$ cat src/qss_pkg.sv
`default_nettype none
// Shared constants for the questionable status summary bank
package qss_pkg;

   // Register width and read-port register selects
   localparam int REG_W = 16;
   localparam logic REG_SEL_SUMMARY = 1'b0;
   localparam logic REG_SEL_ACP = 1'b1;

   // Summary register bit positions
   localparam int SUM_TIME_BIT = 2;
   localparam int SUM_POWER_BIT = 3;
   localparam int SUM_TEMP_BIT = 4;
   localparam int SUM_FREQ_BIT = 5;
   localparam int SUM_ALIGN_BIT = 8;
   localparam int SUM_LIMIT_BIT = 9;
   localparam int SUM_MARGIN_BIT = 10;
   localparam int SUM_SYNC_BIT = 11;
   localparam int SUM_ACP_BIT = 12;
   localparam int SUM_TRANSDUCER_BIT = 13;

   // Adjacent power limit register bit positions
   localparam int ACP_ADJ_UP_BIT = 0;
   localparam int ACP_ADJ_LOW_BIT = 1;
   localparam int ACP_ALT1_UP_BIT = 2;
   localparam int ACP_ALT1_LOW_BIT = 3;
   localparam int ACP_ALT2_UP_BIT = 4;
   localparam int ACP_ALT2_LOW_BIT = 5;
   localparam int ACP_HIGHER_BIT = 6;
   localparam int ACP_GAP_CUM_BIT = 7;
   localparam int ACP_GAP_BIT = 8;
   localparam int ACP_LAST_USED_BIT = 8;

   // Raw per-channel fail vector layout
   localparam int RAW_ADJ_UP = 0;
   localparam int RAW_ADJ_LOW = 1;
   localparam int RAW_ALT1_UP = 2;
   localparam int RAW_ALT1_LOW = 3;
   localparam int RAW_ALT2_UP = 4;
   localparam int RAW_ALT2_LOW = 5;
   localparam int RAW_HIGHER_LSB = 6;
   localparam int RAW_HIGHER_MSB = 23;
   localparam int RAW_GAP_CUM = 24;
   localparam int RAW_GAP = 25;
   localparam int ACP_RAW_W = 26;

   // Reset value of every status register
   localparam logic [15:0] REG_RESET = 16'h0000;

   // Latch rising condition bits; a new occurrence wins over the read clear
   function automatic logic [15:0] qss_event_next(input logic [15:0] evt,
                                                  input logic [15:0] cond_new,
                                                  input logic [15:0] cond_old,
                                                  input logic clr);
      qss_event_next = (clr ? REG_RESET : evt) | (cond_new & ~cond_old);
   endfunction

endpackage
`default_nettype wire

$ cat src/qss_summary.sv
`timescale 1ns/100ps
`default_nettype none
// Overview of operation
// RL1: Bit 2 set on any channel time error.
// RL2: Bit 3 set on any questionable power.
// RL3: Bit 4 follows temperature questionable input.
// RL4: Bit 5 set on any frequency fault.
// RL5: Bit 8 set while instrument is unaligned.
// RL6: Bit 9 set on any limit violation.
// RL7: Bit 10 set on any margin violation.
// RL8: Bit 11 set while not synchronised.
// RL9: Premeasurement deviation beyond threshold means unsynchronised.
// RL10: Bit 12 set on any adjacent-limit fail.
// RL11: Bit 13 set on transducer break.
// RL12: Bit 15 always reads zero.
// RL13: Summary bit ORs the flags of active channels only.
// RL14: Subregister reads return the selected channel.
// RL15: Summary readable as condition or event.
// RL16: Each channel keeps its own limit subregister.
// RL17: Bits 0/1 upper/lower adjacent fail.
// RL18: Bits 2/3 upper/lower first alternate fail.
// RL19: Bits 4/5 upper/lower second alternate fail.
// RL20: Bit 6 ORs alternates 3 to 11.
// RL21: Bit 7 gap cumulative leakage fail.
// RL22: Bit 8 gap leakage fail.
// RL23: Unused bits read zero, ignore inputs.
// RL24: Summary condition recomputed within one cycle.
module qss_summary #(
   parameter int NUM_CHAN = 4,
   parameter int NUM_WIN = 4,
   parameter int LEVEL_W = 16,
   parameter int SYNC_DEV_MAX = 16
) (
   input wire logic sys_clk,
   input wire logic rst_n,
   input wire logic ce,
   input wire logic [NUM_CHAN-1:0] chan_active,
   input wire logic [NUM_CHAN-1:0] time_error,
   input wire logic [NUM_CHAN-1:0] power_questionable,
   input wire logic temperature_questionable,
   input wire logic [NUM_CHAN-1:0] frequency_fault,
   input wire logic not_aligned_indicator,
   input wire logic [NUM_CHAN*NUM_WIN-1:0] limit_violation,
   input wire logic [NUM_CHAN*NUM_WIN-1:0] margin_violation,
   input wire logic transducer_break,
   input wire logic premeas_valid,
   input wire logic signed [LEVEL_W-1:0] premeas_level,
   input wire logic signed [LEVEL_W-1:0] expected_level,
   input wire logic [NUM_CHAN*qss_pkg::ACP_RAW_W-1:0] acp_raw_fail,
   input wire logic [$clog2(NUM_CHAN+1)-1:0] sel_chan,
   input wire logic rd_en,
   input wire logic rd_reg,
   input wire logic rd_event,
   output logic [15:0] rd_data_q,
   output logic rd_valid_q,
   output logic [15:0] summary_cond_q,
   output logic sync_lost_q
);

   localparam int CHAN_W = $clog2(NUM_CHAN + 1);
   localparam int DEV_W = LEVEL_W + 1;
   localparam logic [DEV_W-1:0] SYNC_LIMIT = DEV_W'(SYNC_DEV_MAX);

   // Read decode state
   typedef enum logic [1:0] {
      QSS_RD_SUM_COND = 2'b00,
      QSS_RD_SUM_EVT = 2'b01,
      QSS_RD_ACP_COND = 2'b10,
      QSS_RD_ACP_EVT = 2'b11
   } qss_rd_kind_t;

   logic [15:0] summary_d;
   logic [15:0] summary_evt_q;
   logic [15:0] acp_cond [NUM_CHAN];
   logic [15:0] acp_evt [NUM_CHAN];
   logic [NUM_CHAN-1:0] acp_any;
   logic [NUM_CHAN-1:0] acp_evt_clr;
   logic [NUM_CHAN-1:0] limit_chan;
   logic [NUM_CHAN-1:0] margin_chan;
   logic [DEV_W-1:0] premeas_dev;
   logic rd_take;
   logic sel_ok;
   logic sum_evt_clr;
   qss_rd_kind_t rd_kind;
   logic [15:0] rd_data_d;

   // Magnitude of the difference of two signed levels
   function automatic logic [DEV_W-1:0] abs_diff(input logic signed [LEVEL_W-1:0] a,
                                                 input logic signed [LEVEL_W-1:0] b);
      logic signed [DEV_W-1:0] diff;
      diff = DEV_W'(a) - DEV_W'(b);
      abs_diff = diff[DEV_W-1] ? DEV_W'(-diff) : DEV_W'(diff);
   endfunction

   // Any window of a channel flagged
   function automatic logic [NUM_CHAN-1:0] any_window(
      input logic [NUM_CHAN*NUM_WIN-1:0] flags);
      logic [NUM_CHAN-1:0] res;
      res = '0;
      for (int c = 0; c < NUM_CHAN; c++) begin
         res[c] = |flags[c*NUM_WIN +: NUM_WIN];
      end
      any_window = res;
   endfunction

   // Per-channel adjacent power limit subregisters
   generate
      for (genvar g = 0; g < NUM_CHAN; g++) begin : g_acp
         qss_acp_channel u_acp (
            .sys_clk(sys_clk),
            .rst_n(rst_n),
            .ce(ce),
            .raw_fail(acp_raw_fail[g*qss_pkg::ACP_RAW_W +: qss_pkg::ACP_RAW_W]),
            .evt_clr(acp_evt_clr[g]),
            .cond_q(acp_cond[g]),
            .evt_q(acp_evt[g])
         ); // RL16
         assign acp_any[g] = |acp_cond[g][qss_pkg::ACP_LAST_USED_BIT:0];
      end
   endgenerate

   // Window flags folded per channel
   assign limit_chan = any_window(limit_violation);
   assign margin_chan = any_window(margin_violation);

   // Premeasurement deviation from the expected level
   assign premeas_dev = abs_diff(premeas_level, expected_level);

   // Synchronisation tracking, updated on each premeasurement result
   always_ff @(posedge sys_clk or negedge rst_n) begin
      if (!rst_n) begin
         sync_lost_q <= 1'b0;
      end else if (ce && premeas_valid) begin
         sync_lost_q <= (premeas_dev > SYNC_LIMIT); // RL9
      end
   end

   // Summary condition word from live flags of active channels
   always_comb begin
      summary_d = qss_pkg::REG_RESET; // RL12 RL23
      summary_d[qss_pkg::SUM_TIME_BIT] = |(time_error & chan_active); // RL1 RL13
      summary_d[qss_pkg::SUM_POWER_BIT] = |(power_questionable & chan_active); // RL2 RL13
      summary_d[qss_pkg::SUM_TEMP_BIT] = temperature_questionable; // RL3
      summary_d[qss_pkg::SUM_FREQ_BIT] = |(frequency_fault & chan_active); // RL4 RL13
      summary_d[qss_pkg::SUM_ALIGN_BIT] = not_aligned_indicator; // RL5
      summary_d[qss_pkg::SUM_LIMIT_BIT] = |(limit_chan & chan_active); // RL6 RL13
      summary_d[qss_pkg::SUM_MARGIN_BIT] = |(margin_chan & chan_active); // RL7 RL13
      summary_d[qss_pkg::SUM_SYNC_BIT] = sync_lost_q; // RL8
      summary_d[qss_pkg::SUM_ACP_BIT] = |(acp_any & chan_active); // RL10 RL13
      summary_d[qss_pkg::SUM_TRANSDUCER_BIT] = transducer_break; // RL11
   end

   // Condition view register, refreshed every enabled cycle
   always_ff @(posedge sys_clk or negedge rst_n) begin
      if (!rst_n) begin
         summary_cond_q <= qss_pkg::REG_RESET;
      end else if (ce) begin
         summary_cond_q <= summary_d; // RL24 RL15
      end
   end

   // Read request decode
   assign rd_take = ce & rd_en;
   assign sel_ok = (sel_chan < CHAN_W'(NUM_CHAN));
   assign rd_kind = qss_rd_kind_t'({rd_reg, rd_event});
   assign sum_evt_clr = rd_take & (rd_kind == QSS_RD_SUM_EVT);

   // Event read of a channel clears only that channel's latch
   always_comb begin
      acp_evt_clr = '0;
      for (int c = 0; c < NUM_CHAN; c++) begin
         acp_evt_clr[c] = rd_take & (rd_kind == QSS_RD_ACP_EVT) &
                          (sel_chan == CHAN_W'(c)); // RL14
      end
   end

   // Summary event view: rising conditions latched, cleared by reading
   always_ff @(posedge sys_clk or negedge rst_n) begin
      if (!rst_n) begin
         summary_evt_q <= qss_pkg::REG_RESET;
      end else if (ce) begin
         summary_evt_q <= qss_pkg::qss_event_next(summary_evt_q, summary_d,
                                                  summary_cond_q, sum_evt_clr); // RL15
      end
   end

   // Read data mux; the selected channel supplies subregister contents
   always_comb begin
      rd_data_d = qss_pkg::REG_RESET;
      case (rd_kind)
         QSS_RD_SUM_COND: begin
            rd_data_d = summary_cond_q; // RL15
         end
         QSS_RD_SUM_EVT: begin
            rd_data_d = summary_evt_q; // RL15
         end
         QSS_RD_ACP_COND: begin
            for (int c = 0; c < NUM_CHAN; c++) begin
               if (sel_ok && sel_chan == CHAN_W'(c)) begin
                  rd_data_d = acp_cond[c]; // RL14
               end
            end
         end
         QSS_RD_ACP_EVT: begin
            for (int c = 0; c < NUM_CHAN; c++) begin
               if (sel_ok && sel_chan == CHAN_W'(c)) begin
                  rd_data_d = acp_evt[c]; // RL14
               end
            end
         end
         default: begin
            rd_data_d = qss_pkg::REG_RESET;
         end
      endcase
   end

   // Registered read answer, one cycle after the request
   always_ff @(posedge sys_clk or negedge rst_n) begin
      if (!rst_n) begin
         rd_data_q <= qss_pkg::REG_RESET;
      end else if (rd_take) begin
         rd_data_q <= rd_data_d;
      end
   end

   // Read valid pulse
   always_ff @(posedge sys_clk or negedge rst_n) begin
      if (!rst_n) begin
         rd_valid_q <= 1'b0;
      end else if (ce) begin
         rd_valid_q <= rd_en;
      end
   end

endmodule // qss_summary
`default_nettype wire

$ cat src/qss_acp_channel.sv
`timescale 1ns/100ps
`default_nettype none
// One channel's adjacent power limit subregister: condition and event views
module qss_acp_channel (
   input wire logic sys_clk,
   input wire logic rst_n,
   input wire logic ce,
   input wire logic [qss_pkg::ACP_RAW_W-1:0] raw_fail,
   input wire logic evt_clr,
   output logic [15:0] cond_q,
   output logic [15:0] evt_q
);

   logic [15:0] cond_d;

   // Build condition word from raw fail flags; unused bits stay zero
   always_comb begin
      cond_d = qss_pkg::REG_RESET; // RL12 RL23
      cond_d[qss_pkg::ACP_ADJ_UP_BIT] = raw_fail[qss_pkg::RAW_ADJ_UP]; // RL17
      cond_d[qss_pkg::ACP_ADJ_LOW_BIT] = raw_fail[qss_pkg::RAW_ADJ_LOW]; // RL17
      cond_d[qss_pkg::ACP_ALT1_UP_BIT] = raw_fail[qss_pkg::RAW_ALT1_UP]; // RL18
      cond_d[qss_pkg::ACP_ALT1_LOW_BIT] = raw_fail[qss_pkg::RAW_ALT1_LOW]; // RL18
      cond_d[qss_pkg::ACP_ALT2_UP_BIT] = raw_fail[qss_pkg::RAW_ALT2_UP]; // RL19
      cond_d[qss_pkg::ACP_ALT2_LOW_BIT] = raw_fail[qss_pkg::RAW_ALT2_LOW]; // RL19
      // Alternates 3 to 11, upper and lower, fold into one flag
      cond_d[qss_pkg::ACP_HIGHER_BIT] =
         |raw_fail[qss_pkg::RAW_HIGHER_MSB:qss_pkg::RAW_HIGHER_LSB]; // RL20
      cond_d[qss_pkg::ACP_GAP_CUM_BIT] = raw_fail[qss_pkg::RAW_GAP_CUM]; // RL21
      cond_d[qss_pkg::ACP_GAP_BIT] = raw_fail[qss_pkg::RAW_GAP]; // RL22
   end

   // Condition view follows the raw flags one cycle later
   always_ff @(posedge sys_clk or negedge rst_n) begin
      if (!rst_n) begin
         cond_q <= qss_pkg::REG_RESET;
      end else if (ce) begin
         cond_q <= cond_d; // RL16
      end
   end

   // Event view latches rising conditions until read
   always_ff @(posedge sys_clk or negedge rst_n) begin
      if (!rst_n) begin
         evt_q <= qss_pkg::REG_RESET;
      end else if (ce) begin
         evt_q <= qss_pkg::qss_event_next(evt_q, cond_d, cond_q, evt_clr); // RL16
      end
   end

endmodule // qss_acp_channel
`default_nettype wire

$ cat config.mk
export PLATFORM = sky130hd
export DESIGN_NAME = qss_summary
export DESIGN_NICKNAME = d
export VERILOG_FILES = /design/src/qss_pkg.sv /design/src/qss_summary.sv /design/src/qss_acp_channel.sv
export SDC_FILE = /design/constraint.sdc
export NUM_CORES = 1
export LEC_CHECK = 0
export ABC_AREA = 1
export BUFFER_PORTS_ARGS = -buffer_cell sky130_fd_sc_hd__buf_2
export CAP_MARGIN = 0
export CELL_PAD_IN_SITES_DETAIL_PLACEMENT = 0
export CELL_PAD_IN_SITES_GLOBAL_PLACEMENT = 1
export CORE_MARGIN = 2
export CORE_UTILIZATION = 36
export DETAILED_ROUTE_END_ITERATION = 10
export PLACE_DENSITY_LB_ADDON = 0.12
export SYNTH_ARGS = -nofsm -noshare
export SYNTH_HDL_FRONTEND = slang
export SYNTH_SLANG_ARGS = --single-unit
$ cat constraint.sdc
create_clock -name sys_clk -period 1.8 [get_ports sys_clk]
set_input_delay 0.27 -clock sys_clk [delete_from_list [all_inputs] [get_ports sys_clk]]
set_output_delay 0.27 -clock sys_clk [all_outputs]
set_load 0.1 [all_outputs]
==> reports/metrics.csv <==
stage;metric;value;unit
status;status;finished, violations left;
status;violations;negative setup slack;
logic_synthesis;synthArstFlopShare;100;%
drt;wl_per_cell;15.7;µm
clock_network;tritoncts;done;
logic_synthesis;yosysUniqueCellTypes;40;
worst_setup_path;r2r_end;summary_cond_q[12];
finish;fin_util;50.3;%
finish;drive_above_1_share;32.3;%
worst_setup_path;crit_arrival;2.39;ns
worst_setup_path;reg2regPathDepth;6;
finish;instances_no_fill;1478;
logic_synthesis;syn_area;0.00674;mm²
clock_network;cts_max_level;3;
logic_synthesis;synth.area.top_cells;dfrtp_1 40%, nand2_1 12%, inv_1 8.6%;
clock_network;clock_sinks;108;
placement;place_ws;-0.842;ns
floorplan;dieArea;0.0198;mm²
clock_network;cts_buffers;9;
logic_synthesis;synthSimpleGateAreaFrac;24.7;%
power_and_ir_drop;p_leak;4.89;nW
placement;routabilityCongestion;0.904;
logic_synthesis;synth.avg_cell_area;7.30;µm²
logic_synthesis;synth_most_common_cell;nand2_1;
sta;setup_viol;1;
worst_setup_path;r2r-start;g_acp[1].u_acp.cond_q[3];
logic_synthesis;synth_top_family_by_area;simple AND/OR/NAND/NOR gates;
clock_network;path_clk_slew;0.08;ns
worst_setup_path;path_common_cell;nand2_1;
logic_synthesis;synth_top_area_share;40.1;%
worst_setup_path;worstSetupPathType;primary input to flop;
grt;grt_pass1_wl;36700;µm
grt;grtUsageTotal;23.4;%
logic_synthesis;synth_flop_cell;dfrtp_1;
sta;worst_slack;-0.342;ns
placement;dp.cells;1456;
worst_setup_path;critPathLaunchType;primary input;
drt;firstDrtPassIters;5;
logic_synthesis;yosys_register_bits;108;
clock_network;worstSkewPairLatency;0.36;ns
drt;via_per_inst;5.02;
drt;drt-initial-drc-count;465;
worst_setup_path;critPathMaxStageDelay;0.56;ns
grt;grt_max_degree;45;
power_and_ir_drop;peakVddDrop;0.434;mV
power_and_ir_drop;power_density;783;mW/mm²
power_and_ir_drop;power;7.30;mW
logic_synthesis;synth_fa_ha_area_share;3.45;%
sta;tns;-0.342;ns
drt;via_count;7415;
floorplan;die_h;141;µm
clock_network;clock_path_buffers;2;
floorplan;core;0.0185;mm²
worst_setup_path;crit_required;2.05;ns
sta;min_period;2.14;ns
floorplan;io_pins;231;
floorplan;die_w;141;µm
worst_setup_path;end_kind;flop;
drt;routed_wl;23100;µm
clock_network;clockRootBuffer;clkbuf_16;
finish;nNetsFinal;1453;
worst_setup_path;r2r_slack;0.06;ns
logic_synthesis;synth_compound_area_share;20.4;%
placement;dp_hpwl;18800;µm
worst_setup_path;cpMaxStageDelayCell;fa_2;
run;drv_cap;0;
logic_synthesis;netlist_instances;924;
logic_synthesis;synth_mux_area_share;0;%
worst_setup_path;path_max_fanout;3;
sta;finalCritPeriodShare;119;%
grt;grt_pass1_vias;7284;
logic_synthesis;synth_xor_area_share;0.130;%
grt;antenna_found_initial;1;
logic_synthesis;synth_warnings;0;
logic_synthesis;synth-edff-count;0;
sta;final-hold-violation-count;0;
sta;skew;0.0144;ns
floorplan;start_util;36.4;%
logic_synthesis;synthTopCellsByCount;218 x nand2_1, 154 x inv_1, 113 x o21ai_0, 108 x dfrtp_1, 43 x nand3_1;
worst_setup_path;crit_path_cell_trace;buf_8, inv_8, ha_4, fa_2, ha_4, inv_2, a21oi_4, nand2_2, nor2_4, nand3_2, nor2_1, nand2_1, nand2_2, nand3b_1, nand2_1, inv_1, nor2_1, nand3_1, nand2_1, inv_1;
sta;max_freq;0.467;GHz
sta;drv_slew;0;
worst_hold_path;holdCritPathClass;primary input to flop;
grt;grt_overflow_total;0;
logic_synthesis;yosysSeqAreaShare;40.1;%
drt;ant_nets;0;
drt;drcViolationCount;0;
worst_setup_path;endpoint;sync_lost_q;
worst_setup_path;crit_start;premeas_level[0];
floorplan;rows;50;
finish;area_growth;38.2;%
placement;port_buffers;222;
sta;rsz0062_at_grt;yes;
logic_synthesis;yosysTopAreaCell;dfrtp_1;
flip-flops by register name, indices dropped and copies added (netlist names):
signal,flops
g_acp.u_acp.cond_q,36
g_acp.u_acp.evt_q,36
summary_cond_q,10
summary_evt_q,10
sync_lost_q,1
rd_valid_q,1
rd_data_q,14
layout by cell type, fill, tap and decap left out, types with 3 or more instances in the layout:
cell,instances
buf_2,219
nand2_1,213
conb_1,8
a22oi_1,11
o31ai_1,4
nor2_1,38
inv_2,7
nand3b_1,3
nand2_4,3
buf_4,105
o21ai_0,113
o22ai_1,27
a21oi_1,31
a221oi_1,7
nand3_1,40
nor2_4,3
inv_1,147
ha_1,13
nand2_2,16
nor2_2,8
nand3_2,5
o211ai_1,6
nor4_1,22
nand4_1,18
o41ai_1,9
dfrtp_1,108
clkbuf_16,9
o221ai_1,13
final cells by class:
cell class / count / area, µm²
inverters: 156 / 593
diodes: 1 / 2.50
well taps: 234 / 293
fillers: 1877 / 9200
clock inverters: 6 / 58.8
clock buffers: 10 / 229
repair buffers: 329 / 1960
multi-input cells: 634 / 3480
flip-flops and latches: 108 / 2700
where the power goes:
group          internal [mW]  switching (mW)
combinational          0.875            1.70
clock                  0.968           0.973
sequential              2.64           0.142
total                   4.48            2.82
worst max-delay path: cells and delay by family:
| family | cells | cell delay, ns |
|---|---|---|
| adders and majority gates | 3 | 0.85 |
| buffers and inverters | 5 | 0.22 |
| AOI/OAI and AO/OA | 1 | 0.14 |
| and+or+nand+nor | 11 | 0.91 |
through the flow:
step | area (µm²) | hold slack [ns]
5_1_grt | 9320 | 0.147
3_3_place_gp | 8850 | 0.255
6_report | 9320 | 0.132
2_1_floorplan | 6810 | -0.0256
3_5_place_dp | 8850 | 0.257
4_1_cts | 9260 | 0.130
metal layers:
metal	part of all wire, %	global-route usage, %
met1	43	29.1
met2	50	42.2
met5	0	0
met4	2.1	6.79
met3	4.9	3.60
timing repair:
item,CTS,global route
gates cloned,1,0
resized for setup,15,18
setup buffers,3,0
setup endpoints to repair,3,4
endpoints found under the hold margin,30,0
hold buffers,1,0
pin swaps,11,1
logic make-up after synthesis:
logic type,after synthesis
AND/OR/NAND/NOR,374
AO/OA/AOI/OAI,232
buffers and inverters,190
flip-flops,108
adder cells (fa/ha/maj),18
XOR/XNOR,1
other,1
how the worst min path moves through the flow:
stage	slack, ns	cells past startpoint	to	start
after floorplan	-0.03	0	g_acp[0].u_acp.cond_q[0]	rst_n
after global placement	0.26	1	g_acp[1].u_acp.evt_q[0]	rst_n
after detailed placement	0.26	1	g_acp[1].u_acp.cond_q[0]	rst_n
after CTS	0.13	3	g_acp[3].u_acp.cond_q[3]	acp_raw_fail[81]
after global routing	0.15	3	g_acp[2].u_acp.cond_q[3]	acp_raw_fail[55]
final	0.13	3	g_acp[3].u_acp.cond_q[3]	acp_raw_fail[81]
No activity file was read; power rests on OpenSTA's default activity.
